## src/hw/asop_pkg.sv

```systemverilog
// Package of constants and carrier types for the sample output port.
package asop_pkg;
   // ==========================================================
   // Sample format
   localparam int unsigned SAMPLE_W   = 10;
   localparam int unsigned RAW_W      = 12;
   localparam int unsigned LATENCY    = 2;
   localparam logic [9:0]  CODE_MAX   = 10'h3FF;
   localparam logic [9:0]  CODE_MIN   = 10'h000;
   localparam logic [9:0]  DATA_RST   = 10'h000;
   localparam int unsigned SYNC_DEPTH = 3;

   // ==========================================================
   // Converter front-end input: unsigned raw code plus range flags
   typedef struct packed {
      logic       over;
      logic       under;
      logic [9:0] code;
   } asop_raw_t;

   // Output pin group
   typedef struct packed {
      logic [9:0] data;
      logic       oe;
   } asop_pins_t;
endpackage : asop_pkg

```

## src/hw/asop_core.sv

```systemverilog
// Sample capture, saturation, pipeline, two-entry buffer and output drivers of the converter.
// Function
// RULE1: Sample input on each falling conversion clock edge.
// RULE2: Power down stops conversion, floats outputs.
// RULE3: Drive data only when enable and power-down low.
// RULE4: Ten bit word, bit zero least significant.
// RULE5: New word shortly after each falling edge.
// RULE6: Straight binary code, rising with input.
// RULE7: Conversion clock at most 15 MSPS guaranteed.
// RULE8: Out-of-range input saturates, never wraps.
// RULE9: Fixed parameterisable sample-to-output latency.
`timescale 1ns/10ps
`default_nettype none
module asop_core #(
   parameter int unsigned LATENCY = asop_pkg::LATENCY
) (
   // Clock and reset
   input  wire logic                core_clk,
   input  wire logic                rstn,
   // Conversion clock and controls from the capture side (pins)
   input  wire logic                conv_clk_pin,
   input  wire logic                power_down_pin,
   input  wire logic                output_enable_n,
   // Quantised analog input
   input  wire asop_pkg::asop_raw_t raw_in,
   // Data output pins
   output logic [9:0]               data_out,
   output logic                     data_out_oe,
   // Stream view of the buffer output
   output logic                     smp_valid,
   input  wire logic                smp_ready,
   output logic                     buf_full,
   output logic [9:0]               smp_data
);
   // ==========================================================
   // Pin synchronisers: three stages, a change counts when stages two and three agree.
   // Control stages reset to their disabling level, so the pins float until both controls are seen low.
   // The clock stage resets low and only a fall after a seen high level counts, so reset fakes no sample.
   logic [2:0] clk_sync_ff, pd_sync_ff, oen_sync_ff;
   logic       clk_lvl_ff, pd_lvl_ff, oen_lvl_ff;
   always_ff @(posedge core_clk or negedge rstn) begin
      if (!rstn) begin
         clk_sync_ff <= 3'h0;
         pd_sync_ff  <= 3'h7;
         oen_sync_ff <= 3'h7;
      end else begin
         clk_sync_ff <= {clk_sync_ff[1:0], conv_clk_pin};
         pd_sync_ff  <= {pd_sync_ff[1:0], power_down_pin};
         oen_sync_ff <= {oen_sync_ff[1:0], output_enable_n};
      end
   end
   wire clk_agree = clk_sync_ff[1] == clk_sync_ff[2];
   wire pd_agree  = pd_sync_ff[1] == pd_sync_ff[2];
   wire oen_agree = oen_sync_ff[1] == oen_sync_ff[2];
   always_ff @(posedge core_clk or negedge rstn) begin
      if (!rstn) begin
         clk_lvl_ff <= 1'b0;
         pd_lvl_ff  <= 1'b1;
         oen_lvl_ff <= 1'b1;
      end else begin
         if (clk_agree) clk_lvl_ff <= clk_sync_ff[2];
         if (pd_agree)  pd_lvl_ff  <= pd_sync_ff[2];
         if (oen_agree) oen_lvl_ff <= oen_sync_ff[2];
      end
   end

   // ==========================================================
   // Sampling on falling conversion clock edge, suppressed in power down.
   wire fall_evt = clk_lvl_ff && clk_agree && !clk_sync_ff[2] && !pd_lvl_ff; // RULE1 RULE2

   // Straight binary with clamping: out-of-range never wraps.
   function automatic logic [9:0] sat_code(input asop_pkg::asop_raw_t r);
      if (r.over)       sat_code = asop_pkg::CODE_MAX; // RULE8
      else if (r.under) sat_code = asop_pkg::CODE_MIN; // RULE8
      else              sat_code = r.code;             // RULE6
   endfunction : sat_code
   wire [9:0] sampled = sat_code(raw_in);

   // ==========================================================
   // Fixed latency pipeline of sample events.
   // The valid bit travels beside the word, so a stage only loads when a real sample passes.
   logic [9:0] pipe_ff [LATENCY];
   logic [LATENCY-1:0] pv_ff;
   always_ff @(posedge core_clk or negedge rstn) begin
      if (!rstn) begin
         pv_ff <= '0;
         for (int i = 0; i < LATENCY; i++) pipe_ff[i] <= asop_pkg::DATA_RST;
      end else begin
         pv_ff[0]   <= fall_evt; // RULE9
         pipe_ff[0] <= fall_evt ? sampled : pipe_ff[0];
         for (int i = 1; i < LATENCY; i++) begin
            pv_ff[i]   <= pv_ff[i-1];
            pipe_ff[i] <= pv_ff[i-1] ? pipe_ff[i-1] : pipe_ff[i];
         end
      end
   end
   wire       in_v = pv_ff[LATENCY-1];
   wire [9:0] in_d = pipe_ff[LATENCY-1];

   // ==========================================================
   // Two-entry buffer. A stalled reader keeps both words; a third arrival while full is
   // dropped because the pin side has no means of back-pressure.
   logic [9:0] mem_ff [2];
   logic       wp_ff, rp_ff;
   logic [1:0] cnt_ff;
   wire        in_rdy = cnt_ff != 2'h2;
   wire        do_wr  = in_v && in_rdy;
   wire        do_rd  = (cnt_ff != 2'h0) && smp_ready;
   wire [1:0]  nxt_cnt = cnt_ff + {1'b0, do_wr} - {1'b0, do_rd};
   // The next head comes from the incoming word when it lands in the slot that becomes the head,
   // so the stream word can leave from a register without an extra cycle of delay.
   wire        nxt_rp   = rp_ff ^ do_rd;
   wire [9:0]  nxt_head = (do_wr && (wp_ff == nxt_rp)) ? in_d : mem_ff[nxt_rp];
   always_ff @(posedge core_clk or negedge rstn) begin
      if (!rstn) begin
         mem_ff[0] <= asop_pkg::DATA_RST;
         mem_ff[1] <= asop_pkg::DATA_RST;
         wp_ff     <= 1'b0;
         rp_ff     <= 1'b0;
         cnt_ff    <= 2'h0;
      end else begin
         if (do_wr) mem_ff[wp_ff] <= in_d;
         if (do_wr) wp_ff <= ~wp_ff;
         if (do_rd) rp_ff <= ~rp_ff;
         cnt_ff <= nxt_cnt;
      end
   end

   // ==========================================================
   // Output registers: pins show the newest word, stream shows the buffer head.
   wire nxt_oe = !oen_lvl_ff && !pd_lvl_ff; // RULE3 RULE2
   always_ff @(posedge core_clk or negedge rstn) begin
      if (!rstn) begin
         data_out    <= asop_pkg::DATA_RST;
         data_out_oe <= 1'b0;
         smp_valid   <= 1'b0;
         buf_full    <= 1'b0;
         smp_data    <= asop_pkg::DATA_RST;
      end else begin
         if (in_v) data_out <= in_d; // RULE4 RULE5
         data_out_oe <= nxt_oe;
         smp_valid   <= nxt_cnt != 2'h0;
         buf_full    <= nxt_cnt == 2'h2;
         smp_data    <= nxt_head;
      end
   end

   // ==========================================================
   // Checks
   // These watch the synchronised control levels, since the raw pins may change at any time.
   property p_oe_follows;
      @(posedge core_clk) disable iff (!rstn) (!oen_lvl_ff && !pd_lvl_ff) |=> data_out_oe;
   endproperty
   a_oe_follows: assert property (p_oe_follows) else $error("Output enable wrong."); // RULE3
   property p_oen_float;
      @(posedge core_clk) disable iff (!rstn) oen_lvl_ff |=> !data_out_oe;
   endproperty
   a_oen_float: assert property (p_oen_float) else $error("Driving while disabled."); // RULE3
   property p_pd_float;
      @(posedge core_clk) disable iff (!rstn) pd_lvl_ff |=> !data_out_oe;
   endproperty
   a_pd_float: assert property (p_pd_float) else $error("Driving in power down."); // RULE2
   property p_no_sample_pd;
      @(posedge core_clk) disable iff (!rstn) pd_lvl_ff |=> !pv_ff[0];
   endproperty
   a_no_sample_pd: assert property (p_no_sample_pd) else $error("Sampled in power down."); // RULE2
   property p_latency;
      @(posedge core_clk) disable iff (!rstn) fall_evt |-> ##(LATENCY) in_v;
   endproperty
   a_latency: assert property (p_latency) else $error("Latency wrong."); // RULE9
   property p_update;
      @(posedge core_clk) disable iff (!rstn) in_v |=> data_out == $past(in_d);
   endproperty
   a_update: assert property (p_update) else $error("Output not updated."); // RULE5
   property p_over;
      @(posedge core_clk) disable iff (!rstn) raw_in.over |-> sampled == asop_pkg::CODE_MAX;
   endproperty
   a_over: assert property (p_over) else $error("Over range not saturated."); // RULE8
   property p_under;
      @(posedge core_clk) disable iff (!rstn) (raw_in.under && !raw_in.over) |-> sampled == asop_pkg::CODE_MIN;
   endproperty
   a_under: assert property (p_under) else $error("Under range not saturated."); // RULE8
   property p_code;
      @(posedge core_clk) disable iff (!rstn) (!raw_in.under && !raw_in.over) |-> sampled == raw_in.code;
   endproperty
   a_code: assert property (p_code) else $error("Code not straight binary."); // RULE6
   property p_fall;
      @(posedge core_clk) disable iff (!rstn) fall_evt |-> $past(clk_lvl_ff) && !pd_lvl_ff;
   endproperty
   a_fall: assert property (p_fall) else $error("Sample without falling edge."); // RULE1
   property p_stall_hold;
      @(posedge core_clk) disable iff (!rstn) (smp_valid && !smp_ready) |=> smp_valid;
   endproperty
   a_stall_hold: assert property (p_stall_hold) else $error("Buffered word lost.");

   // A stalled reader must see the same head word until it accepts it.
   property p_head_stable;
      @(posedge core_clk) disable iff (!rstn) (smp_valid && !smp_ready) |=> $stable(smp_data);
   endproperty
   a_head_stable: assert property (p_head_stable) else $error("Head word changed while stalled.");
   property p_first_word;
      @(posedge core_clk) disable iff (!rstn) (in_v && !smp_valid) |=> smp_data == $past(in_d);
   endproperty
   a_first_word: assert property (p_first_word) else $error("Word into empty buffer not at head."); // RULE5
   property p_drop;
      @(posedge core_clk) disable iff (!rstn) (in_v && buf_full && !smp_ready) |=> buf_full;
   endproperty
   a_drop: assert property (p_drop) else $error("Full buffer changed on dropped word.");

   // The pin word holds between samples, so capture logic may take it at any time in the cycle.
   property p_hold;
      @(posedge core_clk) disable iff (!rstn) !in_v |=> $stable(data_out);
   endproperty
   a_hold: assert property (p_hold) else $error("Output word changed without a sample."); // RULE5

   // Coverage of the main scenarios: a sample, a full buffer, power down, a saturated sample and head.

   c_sample: cover property (@(posedge core_clk) disable iff (!rstn) fall_evt);
   c_full:   cover property (@(posedge core_clk) disable iff (!rstn) buf_full);
   c_pd:     cover property (@(posedge core_clk) disable iff (!rstn) $rose(pd_lvl_ff));
   c_sat:    cover property (@(posedge core_clk) disable iff (!rstn) fall_evt && raw_in.over);
   c_head:   cover property (@(posedge core_clk) disable iff (!rstn) smp_valid && smp_data == asop_pkg::CODE_MAX);
endmodule : asop_core
`default_nettype wire

```

## config.mk

```make
export PLATFORM = sky130hd
export DESIGN_NAME = asop_core
export DESIGN_NICKNAME = d
export VERILOG_FILES = /design/src/hw/asop_pkg.sv /design/src/hw/asop_core.sv
export SDC_FILE = /design/constraint.sdc
export NUM_CORES = 1
export LEC_CHECK = 0
export BUFFER_PORTS_ARGS = -buffer_cell sky130_fd_sc_hd__clkbuf_2
export CORE_MARGIN = 10
export CORE_UTILIZATION = 45
export CTS_CLUSTER_SIZE = 8
export DETAILED_ROUTE_END_ITERATION = 16
export GPL_ROUTABILITY_DRIVEN = 0
export PLACE_DENSITY = 0.69
export REMOVE_ABC_BUFFERS = 1
export SLEW_MARGIN = 20
export SYNTH_ARGS = -nofsm -noshare
export SYNTH_HDL_FRONTEND = slang
export SYNTH_SLANG_ARGS = --single-unit
```

## constraint.sdc

```tcl
create_clock -name core_clk -period 2.8 [get_ports core_clk]
set_input_delay 0.42 -clock core_clk [delete_from_list [all_inputs] [get_ports core_clk]]
set_output_delay 0.42 -clock core_clk [all_outputs]
set_load 0.02 [all_outputs]
```

==> flow_metrics.py <==
metrics = {
    "synth": {
        "synth_ff_type": "dfrtp_1",
        "synth_cells": 210,
        "synth.distinct_cells": 25,
        "synth_top_area_frac": 0.5859,
        "yosys.area.top_type": "dfrtp_1",
        "ys_ff_latch": 81,
        "synth_common_cells": "dfrtp_1 (73), mux2_2 (60), a21oi_1 (20), nor2_1 (15), dfstp_2 (8)",
        "synth_area_leaders": "dfrtp_1 (59%), mux2_2 (22%), dfstp_2 (6.7%), a21oi_1 (3.2%), nor2_1 (1.8%)",
        "synth_edf_count": 0,
        "syn_area_mm2": 0.003118,
        "ys_warn_count": 0,
        "yosysMostFrequentCell": "dfrtp_1",
        "seq_area_frac_synth": 0.6533,
        "syn_area_per_cell_um2": 14.85,
        "async_reset_ff_frac": 1.000,
    },
    "worst_hold_path": {
        "hold_start": "output_enable_n",
        "hold_class": "in -> reg",
        "holdPathEnd": "oen_sync_ff[0]",
        "hold-path-cell-count": 1,
    },
    "floorplanning": {
        "rows": 30,
        "dieArea_mm2": 0.01066,
        "num_io_pins": 41,
        "initial_core_util": 0.4615,
        "die_h_um": 103.2,
        "coreArea_mm2": 0.006756,
        "die_w_um": 103.2,
    },
    "timing": {
        "holdWs_ns": 0.1503,
        "relSlewSlack": 0.3431,
        "rsz0062_at_grt": "false",
        "tightest_slew_ns": 0.9853,
        "setup_viol": 0,
        "drv_slew": 0,
        "timing.final.hold_violations": 0,
        "clock_skew_ns": 0.01065,
        "tns_ns": 0,
        "fmax_ghz": 0.4742,
        "min_period_over_period": 0.7531,
        "min_period_ns": 2.109,
    },
    "grt": {
        "grt_max_degree": 82,
        "grt_overflow": 0,
        "antenna_found_initial": 0,
        "grt_use_met3": 0.03189,
        "grt_busiest_layer": "met2",
        "grt_first_pass_wirelength_um": 9356,
        "grtUsageMet1": 0.1471,
        "grt_util_met2": 0.1780,
        "grtUsageTotal": 0.1157,
        "grt_pass1_vias": 1859,
    },
    "clock_network": {
        "clk_pin_slew_ns": 0.08,
        "cts-root-buf": "clkbuf_8",
        "post-cts-setup-buffer-count": 0,
        "cts_hold_buffers": 0,
        "cts_tree": "done",
        "clock-sinks": 81,
        "ctsResizeCount": 0,
        "cts_max_path_buffers": 2,
        "clk_latency_ns": 0.34,
        "cts_max_level": 3,
        "cts_buffers": 9,
    },
    "status": {
        "outcome": "complete, no violations",
    },
    "final_layout": {
        "fin_nets": 277,
        "syn2layout_area_growth_pct": 17.42,
        "drive_gt1_frac": 0.5057,
        "diodes": 0,
        "fillers": 586,
        "final_util": 0.5419,
        "regArea_mm2": 0.002037,
        "multi_input_area_mm2": 0.001044,
    },
    "pwr": {
        "finalPower_mw": 4.069,
        "powerDensity_mw_per_mm2": 1111,
        "ir_drop_uv": 449.0,
        "p_leak_nw": 1.612,
    },
    "detailed_routing": {
        "vias": 1745,
        "first_pass_iters": 4,
        "wl_um": 5690,
        "ant_nets": 0,
        "wl_per_cell_um": 16.59,
        "remaining_drc_errors": 0,
        "viasPerCell": 5.087,
        "drt_iter0_drc": 46,
    },
    "placement": {
        "hpwl_um": 3715,
        "portBuffers": 40,
    },
    "worst_setup_path": {
        "r2r-end": "smp_data[6]",
        "critPathKind": "reg -> reg",
        "r2r-start": "wp_ff",
        "reg2regPathDepth": 4,
        "critPathArrivalTime_ns": 2.33,
        "cp-start-kind": "flip-flop",
        "cp-end-kind": "flip-flop",
        "setup.reg_to_reg.worst_slack_ns": 0.69,
        "crit_required_ns": 3.03,
        "crit_path_max_fanout": 10,
    },
    "flow_run": {
        "maxCapViolCount": 0,
    },
}
-- cell families after synthesis --
group	after synthesis	share of synthesized area
xor+xnor	4	0.01124
mux	60	0.2167
flops	81	0.6533
buf+inv	11	0.01404
simple gates	22	0.03531
fa+ha+maj	4	0.01364
compound gates	28	0.05578
-- area by class of cell --
| class | instances | area share |
|---|---|---|
| Clock buffer | 10 | 0.03759 |
| Clock inverter | 6 | 0.02495 |
| Inverter | 3 | 0.003076 |
| Multi-Input combinational cell | 118 | 0.2850 |
| Sequential cell | 81 | 0.5564 |
| Tap cell | 80 | 0.02734 |
| Timing Repair Buffer | 45 | 0.06562 |
-- cells in the final DEF, fill, tap and decap left out --
cell type / instances
a211oi_1: 1
a21boi_0: 1
a21oi_1: 20
a311oi_4: 1
and4b_1: 1
buf_4: 6
bufinv_16: 2
clkbuf_2: 39
clkbuf_8: 10
clkinv_1: 1
clkinv_2: 1
clkinv_4: 3
dfrtp_1: 73
dfstp_2: 8
ha_1: 1
inv_1: 2
maj3_1: 3
mux2_2: 60
nand3_1: 1
nand4bb_1: 1
nor2_1: 15
nor2b_1: 2
nor4b_2: 1
o211ai_2: 1
o21ai_0: 4
or2_2: 1
xnor2_1: 2
xor2_1: 2
-- power breakdown --
part,switching [mW],internal [mW]
clock network,0.413,0.529
logic,0.580,0.648
registers,0.281,1.62
total,1.27,2.80
-- stage by stage --
step,cell area [µm²],instances,setup WS [ns]
2_1_floorplan,3085,202,0.3898
3_3_place_gp,3432,327,0.7353
3_5_place_dp,3432,327,0.7000
4_1_cts,3661,343,0.6895
5_1_grt,3661,343,0.5843
6_report,3661,343,0.6912
-- how the worst max path moves through the flow --
stage / startpoint / endpoint / slack, ns / depth (start not counted)
detailed placement: wp_ff / smp_data[6] / 0.70 / 4
CTS: wp_ff / smp_data[6] / 0.69 / 4
finish: wp_ff / smp_data[6] / 0.69 / 4
global route: wp_ff / smp_data[9] / 0.58 / 4
global placement: wp_ff / smp_data[5] / 0.74 / 4
floorplan: clk_sync_ff[2] / pipe_ff[10] / 0.39 / 2
-- layer usage --
layer	up-vias	routed length, µm
met5	-	0
met1	874	2643
met3	7	261
met4	0	82
met2	30	2703
li1	834	-
-- flip-flops by register name, indices dropped and copies added, names as in the netlist, 2 cells and up --
register     cells
smp_data        10
mem_ff          20
in_d            10
clk_sync_ff      3
pd_sync_ff       3
data_out        10
oen_sync_ff      3
pipe_ff         10
cnt_ff           2
pv_ff            2
-- worst max-delay path: stages, from the launching register on --
cell,delay (ns)
dfrtp_1,0.43
xnor2_1,0.36
nor2_1,0.14
a311oi_4,0.66
mux2_2,0.41
Note: power is estimated with default switching activity, not from simulation.
